===== config.mk =====
export PLATFORM = sky130hd
export DESIGN_NAME = apf_host
export DESIGN_NICKNAME = d
export VERILOG_FILES = /design/src/rtl/apf_pkg.sv /design/src/rtl/apf_host.sv
export SDC_FILE = /design/constraint.sdc
export NUM_CORES = 1
export LEC_CHECK = 0
export ABC_AREA = 1
export BUFFER_PORTS_ARGS = -buffer_cell sky130_fd_sc_hd__buf_2
export CORE_MARGIN = 2
export CORE_UTILIZATION = 53
export CTS_CLUSTER_SIZE = 28
export DETAILED_ROUTE_END_ITERATION = 8
export GPL_ROUTABILITY_DRIVEN = 0
export PLACE_DENSITY = 0.84
export SYNTH_ARGS = -nofsm -noshare
export SYNTH_HDL_FRONTEND = slang
export SYNTH_SLANG_ARGS = --single-unit

===== constraint.sdc =====
create_clock -name hclk -period 2.9 [get_ports hclk]
set_clock_uncertainty 0.15 [all_clocks]
set_input_delay 0.435 -clock hclk [delete_from_list [all_inputs] [get_ports hclk]]
set_output_delay 0.435 -clock hclk [all_outputs]
set_load 0.01 [all_outputs]

===== src/rtl/apf_pkg.sv =====
package apf_pkg;
    localparam int unsigned DATA_W = 9;
    localparam int unsigned DEPTH = 8192;
    localparam int unsigned HALF_DEPTH = DEPTH / 2;
    localparam int unsigned CNT_W = 14;

    // register byte offsets on the AHB-Lite side
    localparam logic [7:0] OFF_CTRL = 8'h00;
    localparam logic [7:0] OFF_STATUS = 8'h04;
    localparam logic [7:0] OFF_WDATA = 8'h08;
    localparam logic [7:0] OFF_RDATA = 8'h0c;
    localparam logic [7:0] OFF_COUNT = 8'h10;

    // control field positions
    localparam int unsigned CTRL_RESET_BIT = 0;
    localparam int unsigned CTRL_REWIND_BIT = 1;
    localparam int unsigned CTRL_CHAIN_BIT = 2;
    localparam int unsigned CTRL_FIRST_BIT = 3;
    localparam logic [31:0] CTRL_RESET_VAL = 32'h0000_0000;

    // status field positions
    localparam int unsigned ST_BUSY_BIT = 0;
    localparam int unsigned ST_EMPTY_BIT = 1;
    localparam int unsigned ST_FULL_BIT = 2;
    localparam int unsigned ST_HALF_BIT = 3;
    localparam int unsigned ST_RVALID_BIT = 4;
    localparam int unsigned ST_INIT_BIT = 5;

    // timing, in ns, and derived cycle counts at 4 ns
    localparam int unsigned CLK_NS = 4;
    localparam int unsigned RESET_PULSE_NS = 40;
    localparam int unsigned RESET_STROBE_SETUP_NS = 40;
    localparam int unsigned RESET_RECOVERY_NS = 40;
    localparam int unsigned STROBE_LOW_NS = 40;
    localparam int unsigned STROBE_HIGH_NS = 20;
    localparam int unsigned REWIND_PULSE_NS = 40;
    localparam int unsigned TIM_W = 8;
    localparam logic [TIM_W-1:0] RESET_CYC =
        TIM_W'((RESET_PULSE_NS + RESET_STROBE_SETUP_NS + CLK_NS - 1) / CLK_NS);
    localparam logic [TIM_W-1:0] RECOVER_CYC =
        TIM_W'((RESET_RECOVERY_NS + CLK_NS - 1) / CLK_NS);
    localparam logic [TIM_W-1:0] STROBE_LOW_CYC =
        TIM_W'((STROBE_LOW_NS + CLK_NS - 1) / CLK_NS);
    localparam logic [TIM_W-1:0] STROBE_HIGH_CYC =
        TIM_W'((STROBE_HIGH_NS + CLK_NS - 1) / CLK_NS);
    localparam logic [TIM_W-1:0] REWIND_CYC =
        TIM_W'((REWIND_PULSE_NS + CLK_NS - 1) / CLK_NS);

    typedef enum logic [2:0] {
        APF_IDLE,
        APF_RST,
        APF_RECOVER,
        APF_STROBE,
        APF_RECOVER_STROBE,
        APF_REWIND
    } apf_state_t;

    // pins toward the buffer
    typedef struct packed {
        logic reset_in_n;
        logic write_n;
        logic read_n;
        logic first_load_or_rewind_n;
        logic chain_in_n;
        logic [DATA_W-1:0] write_word;
    } apf_pins_t;
endpackage


===== src/rtl/apf_host.sv =====
// Contract
// RULE_01: reset pulls both pointers to zero
// RULE_02: host resets buffer before any write
// RULE_03: strobes high around reset and recovery
// RULE_04: half-full released high after reset
// RULE_05: write starts on falling strobe if not full
// RULE_06: writes stored sequentially regardless of reads
// RULE_07: half-full falls on next write past half
// RULE_08: half-full rises on read strobe rising edge
// RULE_09: full when write one behind read
// RULE_10: read releases full after delay
// RULE_11: writes ignored while full
// RULE_12: read starts on falling strobe if not empty
// RULE_13: data outputs float while read strobe high
// RULE_14: empty when pointers equal
// RULE_15: write releases empty after delay
// RULE_16: reads ignored while empty
// RULE_17: chain input low selects single device
// RULE_18: rewind moves read pointer to zero
// RULE_19: strobes high during rewind pulse
// RULE_20: half-full re-evaluated after rewind
// RULE_21: first device has first-load low
// RULE_22: chain pulse at last location
// RULE_23: no rewind or half-full when chained
// RULE_24: pointers wrap modulo depth
// RULE_25: chained device acts only with token
//
// The placing of the registers and the AHB-Lite interface to the registers were chosen for this implementation.
module apf_host (
    input wire logic hclk,
    input wire logic hresetn,
    input wire logic hsel,
    input wire logic [31:0] haddr,
    input wire logic [1:0] htrans,
    input wire logic hwrite,
    input wire logic [2:0] hsize,
    input wire logic [31:0] hwdata,
    input wire logic hready,
    output logic [31:0] hrdata,
    output logic hreadyout,
    output logic hresp,
    output apf_pkg::apf_pins_t pins,
    input wire logic [apf_pkg::DATA_W-1:0] read_word,
    input wire logic empty_flag_n,
    input wire logic full_flag_n,
    input wire logic chain_out_or_half_full_n
);
    // flags arrive asynchronously: two flops before use
    logic [2:0] flag_s1_r, flag_s2_r;
    always_ff @(posedge hclk or negedge hresetn) begin
        if (!hresetn) begin
            // idle levels of a freshly reset buffer, so no false full or half follows reset
            flag_s1_r <= 3'h6;
            flag_s2_r <= 3'h6;
        end else begin
            flag_s1_r <= {chain_out_or_half_full_n, full_flag_n, empty_flag_n};
            flag_s2_r <= flag_s1_r;
        end
    end
    logic empty_n_s, full_n_s, half_n_s;
    assign empty_n_s = flag_s2_r[0];
    assign full_n_s = flag_s2_r[1];
    assign half_n_s = flag_s2_r[2];

    apf_pkg::apf_state_t state_r, state_nxt;
    logic [apf_pkg::TIM_W-1:0] tim_r, tim_nxt;
    logic strobe_wr_r, strobe_wr_nxt;
    logic [3:0] ctrl_r, ctrl_nxt;
    logic inited_r, inited_nxt;
    logic [apf_pkg::DATA_W-1:0] rdata_r, rdata_nxt;
    logic rvalid_r, rvalid_nxt;
    logic [apf_pkg::CNT_W-1:0] count_r, count_nxt;
    apf_pkg::apf_pins_t pins_r, pins_nxt;
    logic ap_valid_r, ap_valid_nxt, ap_write_r, ap_write_nxt;
    logic [7:0] ap_addr_r, ap_addr_nxt;
    logic hreadyout_r, hreadyout_nxt;
    logic [31:0] hrdata_r, hrdata_nxt;

    logic [apf_pkg::DATA_W-1:0] rd_s1_r, rd_s2_r;
    // bus word is async to hclk; it stands the whole low strobe, so two flops still catch it
    always_ff @(posedge hclk or negedge hresetn) begin
        if (!hresetn) begin
            rd_s1_r <= '0;
            rd_s2_r <= '0;
        end else begin
            rd_s1_r <= read_word;
            rd_s2_r <= rd_s1_r;
        end
    end

    logic busy;
    assign busy = (state_r != apf_pkg::APF_IDLE);

    always_comb begin
        state_nxt = state_r;
        tim_nxt = tim_r;
        strobe_wr_nxt = strobe_wr_r;
        ctrl_nxt = ctrl_r;
        inited_nxt = inited_r;
        rdata_nxt = rdata_r;
        rvalid_nxt = rvalid_r;
        count_nxt = count_r;
        pins_nxt = pins_r;
        ap_valid_nxt = 1'b0;
        ap_write_nxt = ap_write_r;
        ap_addr_nxt = ap_addr_r;
        hreadyout_nxt = 1'b1;
        hrdata_nxt = 32'h0000_0000;
        // chain mode and first-in-chain strap follow the control register
        pins_nxt.chain_in_n = ctrl_r[apf_pkg::CTRL_CHAIN_BIT]; // RULE_17
        if (ctrl_r[apf_pkg::CTRL_CHAIN_BIT] && state_r != apf_pkg::APF_REWIND) begin
            pins_nxt.first_load_or_rewind_n = ~ctrl_r[apf_pkg::CTRL_FIRST_BIT]; // RULE_21
        end

        // data phase of a previously taken transfer
        if (ap_valid_r) begin
            if (ap_write_r) begin
                unique case (ap_addr_r)
                    apf_pkg::OFF_CTRL: begin
                        ctrl_nxt[apf_pkg::CTRL_CHAIN_BIT] = hwdata[apf_pkg::CTRL_CHAIN_BIT];
                        ctrl_nxt[apf_pkg::CTRL_FIRST_BIT] = hwdata[apf_pkg::CTRL_FIRST_BIT];
                        if (!busy && hwdata[apf_pkg::CTRL_RESET_BIT]) begin
                            // both strobes driven high in the same cycle that reset falls
                            pins_nxt.write_n = 1'b1; // RULE_03
                            pins_nxt.read_n = 1'b1;
                            pins_nxt.reset_in_n = 1'b0; // RULE_01
                            state_nxt = apf_pkg::APF_RST;
                            tim_nxt = apf_pkg::RESET_CYC;
                            count_nxt = '0;
                            rvalid_nxt = 1'b0;
                        end else if (!busy && hwdata[apf_pkg::CTRL_REWIND_BIT]
                                     && !ctrl_r[apf_pkg::CTRL_CHAIN_BIT]) begin // RULE_23
                            pins_nxt.first_load_or_rewind_n = 1'b0; // RULE_18 RULE_19
                            state_nxt = apf_pkg::APF_REWIND;
                            tim_nxt = apf_pkg::REWIND_CYC;
                        end
                    end
                    apf_pkg::OFF_WDATA: begin
                        // write only once initialised and not full
                        if (!busy && inited_r && full_n_s) begin // RULE_02 RULE_11
                            pins_nxt.write_word = hwdata[apf_pkg::DATA_W-1:0];
                            pins_nxt.write_n = 1'b0; // RULE_05
                            strobe_wr_nxt = 1'b1;
                            state_nxt = apf_pkg::APF_STROBE;
                            tim_nxt = apf_pkg::STROBE_LOW_CYC;
                        end
                    end
                    default: begin
                    end
                endcase
            end else begin
                unique case (ap_addr_r)
                    apf_pkg::OFF_CTRL: hrdata_nxt = {28'h0, ctrl_r};
                    apf_pkg::OFF_STATUS: hrdata_nxt = {26'h0, inited_r, rvalid_r,
                        ~half_n_s, ~full_n_s, ~empty_n_s, busy};
                    apf_pkg::OFF_RDATA: begin
                        hrdata_nxt = {23'h0, rdata_r};
                        rvalid_nxt = 1'b0;
                        // reading RDATA launches the next buffer read
                        if (!busy && inited_r && empty_n_s) begin // RULE_16
                            pins_nxt.read_n = 1'b0; // RULE_12
                            strobe_wr_nxt = 1'b0;
                            state_nxt = apf_pkg::APF_STROBE;
                            tim_nxt = apf_pkg::STROBE_LOW_CYC;
                        end
                    end
                    apf_pkg::OFF_COUNT: hrdata_nxt = {18'h0, count_r};
                    default: hrdata_nxt = 32'h0000_0000;
                endcase
            end
        end

        unique case (state_r)
            apf_pkg::APF_IDLE: begin
            end
            apf_pkg::APF_RST: begin
                tim_nxt = tim_r - 1'b1;
                if (tim_r == 8'h01) begin
                    pins_nxt.reset_in_n = 1'b1;
                    state_nxt = apf_pkg::APF_RECOVER;
                    tim_nxt = apf_pkg::RECOVER_CYC; // RULE_03
                end
            end
            apf_pkg::APF_RECOVER, apf_pkg::APF_RECOVER_STROBE: begin
                tim_nxt = tim_r - 1'b1;
                if (tim_r == 8'h01) begin
                    state_nxt = apf_pkg::APF_IDLE;
                    if (state_r == apf_pkg::APF_RECOVER) inited_nxt = 1'b1; // RULE_02
                end
            end
            apf_pkg::APF_STROBE: begin
                tim_nxt = tim_r - 1'b1;
                if (tim_r == 8'h01) begin
                    // rising strobe ends the cycle; data latched before it
                    pins_nxt.write_n = 1'b1;
                    pins_nxt.read_n = 1'b1; // RULE_13
                    if (strobe_wr_r) begin
                        count_nxt = count_r + 1'b1;
                    end else begin
                        rdata_nxt = rd_s2_r;
                        rvalid_nxt = 1'b1;
                        count_nxt = count_r - 1'b1;
                    end
                    state_nxt = apf_pkg::APF_RECOVER_STROBE;
                    tim_nxt = apf_pkg::STROBE_HIGH_CYC;
                end
            end
            apf_pkg::APF_REWIND: begin
                tim_nxt = tim_r - 1'b1;
                if (tim_r == 8'h01) begin
                    pins_nxt.first_load_or_rewind_n = 1'b1;
                    state_nxt = apf_pkg::APF_RECOVER_STROBE;
                    tim_nxt = apf_pkg::STROBE_HIGH_CYC;
                end
            end
            default: state_nxt = apf_pkg::APF_IDLE;
        endcase

        // address phase
        if (hsel && hready && htrans[1]) begin
            ap_valid_nxt = 1'b1;
            ap_write_nxt = hwrite;
            ap_addr_nxt = haddr[7:0];
            // read data is registered, so reads need one wait cycle
            hreadyout_nxt = hwrite;
        end
    end

    always_ff @(posedge hclk or negedge hresetn) begin
        if (!hresetn) begin
            state_r <= apf_pkg::APF_IDLE;
            tim_r <= '0;
            strobe_wr_r <= 1'b0;
            ctrl_r <= apf_pkg::CTRL_RESET_VAL[3:0];
            inited_r <= 1'b0;
            rdata_r <= '0;
            rvalid_r <= 1'b0;
            count_r <= '0;
            // buffer held in reset with strobes idle until software starts it
            pins_r <= '{reset_in_n: 1'b0, write_n: 1'b1, read_n: 1'b1,
                        first_load_or_rewind_n: 1'b1, chain_in_n: 1'b0, write_word: '0};
            ap_valid_r <= 1'b0;
            ap_write_r <= 1'b0;
            ap_addr_r <= '0;
            hreadyout_r <= 1'b1;
            hrdata_r <= '0;
        end else begin
            state_r <= state_nxt;
            tim_r <= tim_nxt;
            strobe_wr_r <= strobe_wr_nxt;
            ctrl_r <= ctrl_nxt;
            inited_r <= inited_nxt;
            rdata_r <= rdata_nxt;
            rvalid_r <= rvalid_nxt;
            count_r <= count_nxt;
            pins_r <= pins_nxt;
            ap_valid_r <= ap_valid_nxt;
            ap_write_r <= ap_write_nxt;
            ap_addr_r <= ap_addr_nxt;
            hreadyout_r <= hreadyout_nxt;
            hrdata_r <= hrdata_nxt;
        end
    end

    assign pins = pins_r;
    assign hrdata = hrdata_r;
    assign hreadyout = hreadyout_r;
    assign hresp = 1'b0;
endmodule


=== After elaboration in Yosys (flattened, before gate mapping) ===
Index checks and enable logic that the tools add are counted.

* ROM bits: 0
* Output and inout port bits: 48
* Input bits: 86
* Logic and storage cells: 142
* Bits in registers: 120
* Memories: 0
* Latch bits: 0
* Bits in writable memories: 0

* Bitwise logic cells: 5
* Muxes and demuxes: 68
* Magnitude comparators: 0
* Div/mod/pow operators: 0
* Equal/unequal tests: 16
* Shift-type cells: 0
* $mul: 0
* $add $sub $neg: 3
* Reductions and logical operators: 27

{| class="wikitable"
|+ Operators with widths
! kind !! number
|-
| $mux W14 || 9
|-
| $mux W8 || 9
|-
| $pmux W14 S4 || 1
|-
| $mux W3 || 11
|-
| $mux W1 || 28
|-
| $pmux W8 S3 || 1
|-
| $eq A8 B4 Y1 const B || 2
|-
| $pmux W8 S2 || 1
|-
| $add A14 B1 Y14 const B || 1
|-
| $sub A14 B1 Y14 const B || 1
|-
| $pmux W3 S4 || 1
|-
| $reduce_bool A5 Y1 || 2
|-
| $logic_and A1 B1 Y1 || 9
|-
| $reduce_and A3 Y1 || 3
|-
| $eq A8 B1 Y1 const B || 1
|-
| $eq A8 B3 Y1 const B || 1
|-
| $eq A8 B5 Y1 const B || 1
|-
| $logic_not A8 Y1 || 1
|-
| $mux W2 || 4
|-
| $sub A8 B1 Y8 const B || 1
|-
| $ne A7 B7 Y1 const B || 1
|-
| $eq A3 B2 Y1 const B || 2
|-
| $eq A3 B3 Y1 const B || 2
|-
| $ne A6 B2 Y1 const B || 1
|-
| 17 further kinds || 25
|}

=== Depth between registers and ports, before layout ===
Gate-level depths: netlist of run 1.

* Word-level depth: 11
* Mapped depth: 12
* Gate-level depth less buffers: 11

=== Worst setup path after synthesis of run 1 ===
OpenSTA, ideal clock, no wires.

* Path kind: register to register
* Start: reg strobe_wr_r
* End: reg count_r[5] (netlist bit)
* Clock period less this slack: 2.510 ns
* Path slack: 0.390 ns
* Buffers on the path: 1
* Data required time: 2.633 ns
* Stages on the path, launching flop included: 11
* Setup time: 0.117 ns
* Data arrival time: 2.243 ns
* Cell sequence: dfrtp_1 -> inv_1 -> clkbuf_1 -> ha_1 -> nand2_1 -> inv_1 -> a21oi_1 -> nand2_1 -> or2_2 -> nand3_1 -> nand2_1

* Word-level cells in the longest chain between the ends: 3

{| class="wikitable"
|+ Ends and longest elaborated chain
! element !! RTL line !! RTL
|-
| start: declaration || apf_host.sv:67 || <nowiki>logic strobe_wr_r, strobe_wr_nxt;</nowiki>
|-
| start signal: assignment || apf_host.sv:250 || <nowiki>strobe_wr_r <= strobe_wr_nxt;</nowiki>
|-
| $mux W14 || apf_host.sv:197 || <nowiki>if (strobe_wr_r) begin</nowiki>
|-
| $mux W14 || apf_host.sv:193 || <nowiki>if (tim_r == 8'h01) begin</nowiki>
|-
| $mux W14 || apf_host.sv:173 || <nowiki>unique case (state_r)</nowiki>
|-
| named net count_nxt (one bit) || apf_host.sv:72 || <nowiki>logic [apf_pkg::CNT_W-1:0] count_r, count_nxt;</nowiki>
|-
| end signal: assignment || apf_host.sv:255 || <nowiki>count_r <= count_nxt;</nowiki>
|-
| end: declaration || apf_host.sv:72 ||
|}

The timed path passes the listed nets, and every way through them passes these cells.
A chain may end at the register's enable or synchronous reset.

=== Final worst setup path of run 1 ===
Same ends and word-level chain as after synthesis.

==> results of run 1 <==
[flip-flops by register name (all words and copies together), names as in the netlist, 3 cells and up]
name,count
count_r,14
pins,14
rdata_r,9
ap_addr_r,8
hrdata,14
state_r,3
flag_s2_r,3
flag_s1_r,3
rd_s1_r,9
rd_s2_r,9
tim_r,8
[logic make-up (layout without fill, tap and decap cells)]
family | Yosys count | count (layout) | synth area share [%]
buffers and inverters | 90 | 158 | 8.26
XOR/XNOR | 6 | 6 | 1.01
AO/OA/AOI/OAI | 50 | 50 | 5.46
adder cells (fa/ha/maj) | 15 | 15 | 3.76
other | 1 | 19 | 0.0722
flip-flops | 102 | 102 | 49.3
AND/OR/NAND/NOR | 379 | 379 | 32.1
[power breakdown]
part | internal (W) | total (W) | switching, W
clock network | 0.000348 | 0.000926 | 0.000578
logic | 0.0000742 | 0.000205 | 0.000130
registers | 0.00148 | 0.00152 | 0.0000411
[worst max-delay path, cell delays in order, from the launching register on]
cell     delay, ns
dfrtp_1       0.42
inv_1         0.37
ha_1          0.39
nand2_1       0.11
nand2_1       0.07
a21oi_1       0.19
nand2_1       0.12
or2_2         0.30
nand3_1       0.08
nand2_1       0.06
[cells in the mapped netlist, types with 5 or more instances]
master / n
a21oi_1: 13
buf_4: 21
dfrtp_1: 94
dfstp_2: 8
ha_1: 14
inv_1: 54
inv_2: 8
nand2_1: 219
nand2_2: 8
nand3_1: 69
nand4_1: 8
nor2_1: 48
nor2_2: 5
nor2_4: 6
o21ai_0: 21
[placed cells by master (no fill, tap or decap), types with 2 or more instances in the layout]
master	instances
nand2_4	2
inv_2	8
o21ai_0	21
nand3_2	2
nand2_2	8
or2_2	2
o21ai_2	4
buf_2	62
inv_8	4
nor2_2	5
ha_1	14
nand4_1	8
nand3_1	69
o21bai_1	2
dfstp_2	8
dlygate4sd3_1	13
buf_4	3
nand2_1	219
nor3_1	3
a21oi_1	13
and2_1	2
nor2_1	48
nand3b_1	3
nor2_4	6
dfrtp_1	94
xor2_1	4
o21ai_1	4
inv_1	54
clkbuf_8	9
xnor2_1	2
conb_1	19
[worst max-delay path by stage]
stage,end,startpoint,cells past startpoint
after global placement,count_r[8],strobe_wr_r,9
after CTS,count_r[5],strobe_wr_r,9
after detailed placement,count_r[5],strobe_wr_r,9
final,count_r[5],strobe_wr_r,9
after floorplan,count_r[5],strobe_wr_r,10
after global routing,count_r[5],strobe_wr_r,9
[per-layer routing]
layer	global-route usage [%]	wire, um
met5	0	0
met4	9.21	273
met3	4.54	560
met2	36.3	5250
met1	26.9	4650
[cell type report]
type	count	area, um2
Clock inverter	7	78.8
Inverter	63	238
Tap cell	133	166
Clock buffer	9	124
Fill cell	813	3710
Multi-Input combinational cell	469	2270
Sequential cell	102	2560
Timing Repair Buffer	79	483
[stage by stage]
step                      total power (W)  instance area, um2  util (%)
after detailed placement          0.00174                5590      58.0
final                             0.00265                5930      61.5
after global placement            0.00173                5590      58.0
after CTS                         0.00267                5930      61.5
after global routing              0.00276                5930      61.5
after floorplan                   0.00167                5270         -
[timing repair]
item                                   CTS  global route
endpoints found under the hold margin   44             0
hold buffers                            13             0
setup endpoints to repair                0             0
==> reports/qor.txt, run 1 <==
Outcome - finished, final reports clean
Initial antenna violation count - 0
Post-detail-place hpwl - 7770 um
Layout cells sized above 1 - 17.7%
R2R Setup Slk - 0.54 ns
CTS sink cnt - 102
Warnings from Yosys - 0
Clk Latency, worst-skew pair - 0.40 ns
Slew margin rel. - 66.5%
Num ports - 134
CTS tree - done
Global route overflow - 0
Post-CTS setup buffer count - 0
Routed Antenna Nets - 0
Fin cells - 862
Initial Util - 53.9%
HP Class - input pin to flop
Synth Register Bits - 102
1st-iter DRT viols - 231
Wire length of the first global-routing pass - 17800 um
Inserted Diodes - 0
Dpl cells - 833
Drt wl/cell - 12.5 um
Core Area - 9640 um2
Hold path endpoint - ap_addr_r[0]
DIE AREA - 10600 um2
Unrepaired setup endpoints after global routing - false
MaxCap Viol Count - 0
DIE HEIGHT - 103 um
PortBufs - 63
NumNets Final - 825
Worst reg2reg endpoint - count_r[5]
Worst Path Class, Setup - flop to flop
CTS clock-pin slew for the worst setup and hold paths - 0.12 ns
Cell taking the most area after synthesis - dfrtp_1
DR vias - 4346
Max Freq - 424 MHz
Slew Limit Fails - 0
Yosys top cell area share - 45.3%
Die width - 103 um
Synthesized instance count - 643
Area delta synth->final - 14.0%
Reg2reg start - strobe_wr_r
Worst EP required - 3.04 ns
Worst VDD drop - 0.389 mV
Number of enable flip-flop cells after synthesis - 0
Worst-case reg-to-reg path depth - 9
Row count - 36
Post-CTS resize count - 0
Top cells by area, synth - dfrtp_1 45%, nand2_1 16%, nand3_1 6.6%
Routed vias/inst - 5.04
Sequential share of the synthesized area - 49.3%
Post-Syn Area per Cell - 8.08 um2
CTS root buf - clkbuf_8
DRC errors left - 0
Smallest hold slack - 0.0765 ns
Worst-Margin Slew - 0.498 ns
Via count of the first global-routing pass - 4153
Crit. End Element - flop
Hold_sp - haddr[0]
Fraction of registers with async set/reset - 100%
Gr usage total - 21.5%
Fin crit share - 81.3%
First drt pass iteration count - 5
Leak pwr - 2.96 nW
Worst setup margin - 0.542 ns
Clk buf depth - 2
Arrival time worst endpoint - 2.50 ns
Final wirelength - 10700 um
Crit path time final - 2.36 ns
Worst setup SP type - flop
H-tree lvl count - 3
Synth Flop Type - dfrtp_1
Hold Path Stages - 3
Pre-CTS WS - 0.588 ns
Worst-path fanout max - 12
Largest net degree at the start of global routing - 65
Distinct cells, synth - 40
Setup TNS Final - 0 ns
Final setup vio count - 0
Fin. Hold Viols - 0
TritonCTS Buffers - 9
Post-Syn Area - 5200 um2
P per Cell Area - 448 nW/um2
No activity file was read; power rests on OpenSTA's default activity.
==> inputs of run 2 (changes only) <==
- clock period: 2.9 -> 2.4 ns (I/O delays scaled with it)
==> run 2 against run 1 <==
  * Total power is 23% higher
  * Critical endpoint is now count_r[8]
  * Maximum frequency is 7.5% higher
  * Final area is 0.59% higher
  * Highest routed layer unchanged
==> reports/qor.txt, run 2 (synthesis results as in run 1) <==
Outcome - finished, final reports clean
Worst-Margin Slew - 0.626 ns
Arrival time worst endpoint - 2.35 ns
DR vias - 4432
Hold-fix buffers at CTS - 13
Post-detail-place hpwl - 7950 um
Dpl cells - 835
Routed Antenna Nets - 0
Pre-CTS WS - 0.291 ns
Top delay family on crit path - simple AND/OR/NAND/NOR gates
R2R Setup Slk - 0.21 ns
FF+latch area - 2560 um2
PortBufs - 63
Post-CTS resize count - 0
Largest net degree at the start of global routing - 52
Die width - 103 um
First drt pass iteration count - 5
Row count - 36
Slew margin rel. - 57.8%
DRC errors left - 0
Fill count - 829
HP Class - input pin to flop
Wire length of the first global-routing pass - 18900 um
Worst Path Class, Setup - flop to flop
Worst VDD drop - 0.516 mV
Unrepaired setup endpoints after global routing - false
Slew Limit Fails - 0
Area delta synth->final - 14.7%
DIE HEIGHT - 103 um
Worst setup SP type - flop
NumNets Final - 827
Worst-path fanout max - 12
Leak pwr - 2.98 nW
Final setup vio count - 0
Global route overflow - 0
Worst EP required - 2.56 ns
Setup TNS Final - 0 ns
P per Cell Area - 549 nW/um2
H-tree lvl count - 3
CTS sink cnt - 102
Smallest hold slack - 0.0100 ns
Critical path, cell by cell - inv_1 > buf_4 > fa_1 > nand3_1 > nand2_1 > nand2_1 > nand3_1 > and2_1 > o21ai_1
Post-CTS setup buffer count - 0
Crit. End Element - flop
MaxCap Viol Count - 0
Num ports - 134
Routed vias/inst - 5.13
CP max stage delay - 0.51 ns
DIE AREA - 10600 um2
Fin cells - 864
Fin crit share - 91.4%
Multi-input logic area - 2270 um2
Inserted Diodes - 0
CTS tree - done
Core Area - 9640 um2
TritonCTS Buffers - 9
Initial antenna violation count - 0
Gr usage total - 22.7%
Final wirelength - 11200 um
Commonest non-fill, non-tap cell in the layout - nand2_1
Drt wl/cell - 13.0 um
Clk Latency, worst-skew pair - 0.38 ns
CTS root buf - clkbuf_8
CTS clock-pin slew for the worst setup and hold paths - 0.12 ns
Crit path time final - 2.19 ns
Most frequent cells in the layout - 219 x nand2_1, 94 x dfrtp_1, 69 x nand3_1
1st-iter DRT viols - 303
Layout cells sized above 1 - 17.9%
Max Freq - 456 MHz
Fin. Hold Viols - 0
Initial Util - 53.9%
Via count of the first global-routing pass - 4278
Slowest cell on crit path - fa_1
Clk buf depth - 2
Worst setup margin - 0.205 ns
CP bufs+invs - 2
run 2: final cells by class:
type | instances | share of cell area (%)
clock buffer | 9 | 2.08
sequential | 102 | 43.0
tap | 133 | 2.79
multi-input combinational | 469 | 38.1
clock inverter | 7 | 1.66
timing repair buffer | 81 | 8.35
inverter | 63 | 3.99
run 2: layer usage:
layer	track usage [%]	vias up	part of all wire (%)
li1	-	2175	-
met1	28.2	2062	41
met2	39.7	158	50
met3	3.86	37	5.7
met4	8.81	0	2.6
met5	0	-	0
run 2: path summary, 6_finish.rpt:
path,start,to,depth (start not counted)
max,strobe_wr_r,count_r[8],9
min,haddr[1],ap_addr_r[1],3
max reg2reg,strobe_wr_r,count_r[8],9
min reg2reg,flag_s1_r[1],flag_s2_r[1],0
max in group asynchronous,hresetn,flag_s1_r[2],3
min in group asynchronous,hresetn,tim_r[3],2
run 2: worst register-to-register path: cells and delay by family, from the launching register on:
kind,cells,cell delay [ns]
AO/OA/AOI/OAI,1,0.15
flip-flops,1,0.42
buffers and inverters,2,0.35
adder cells (fa/ha/maj),1,0.51
AND/OR/NAND/NOR,5,0.56
run 2: through the flow:
stage	power, W	cell area [um2]	utilization [%]
detailed placement	0.00211	5610	58.2
floorplan	0.00202	5270	-
global route	0.00339	5960	61.8
finish	0.00327	5960	61.8
CTS	0.00328	5960	61.8
global placement	0.00209	5610	58.2
run 2: power by group:
part	internal [W]	switching, W
combinational	0.0000908	0.000164
sequential	0.00179	0.0000514
clock	0.000445	0.000733
total	0.00233	0.000948
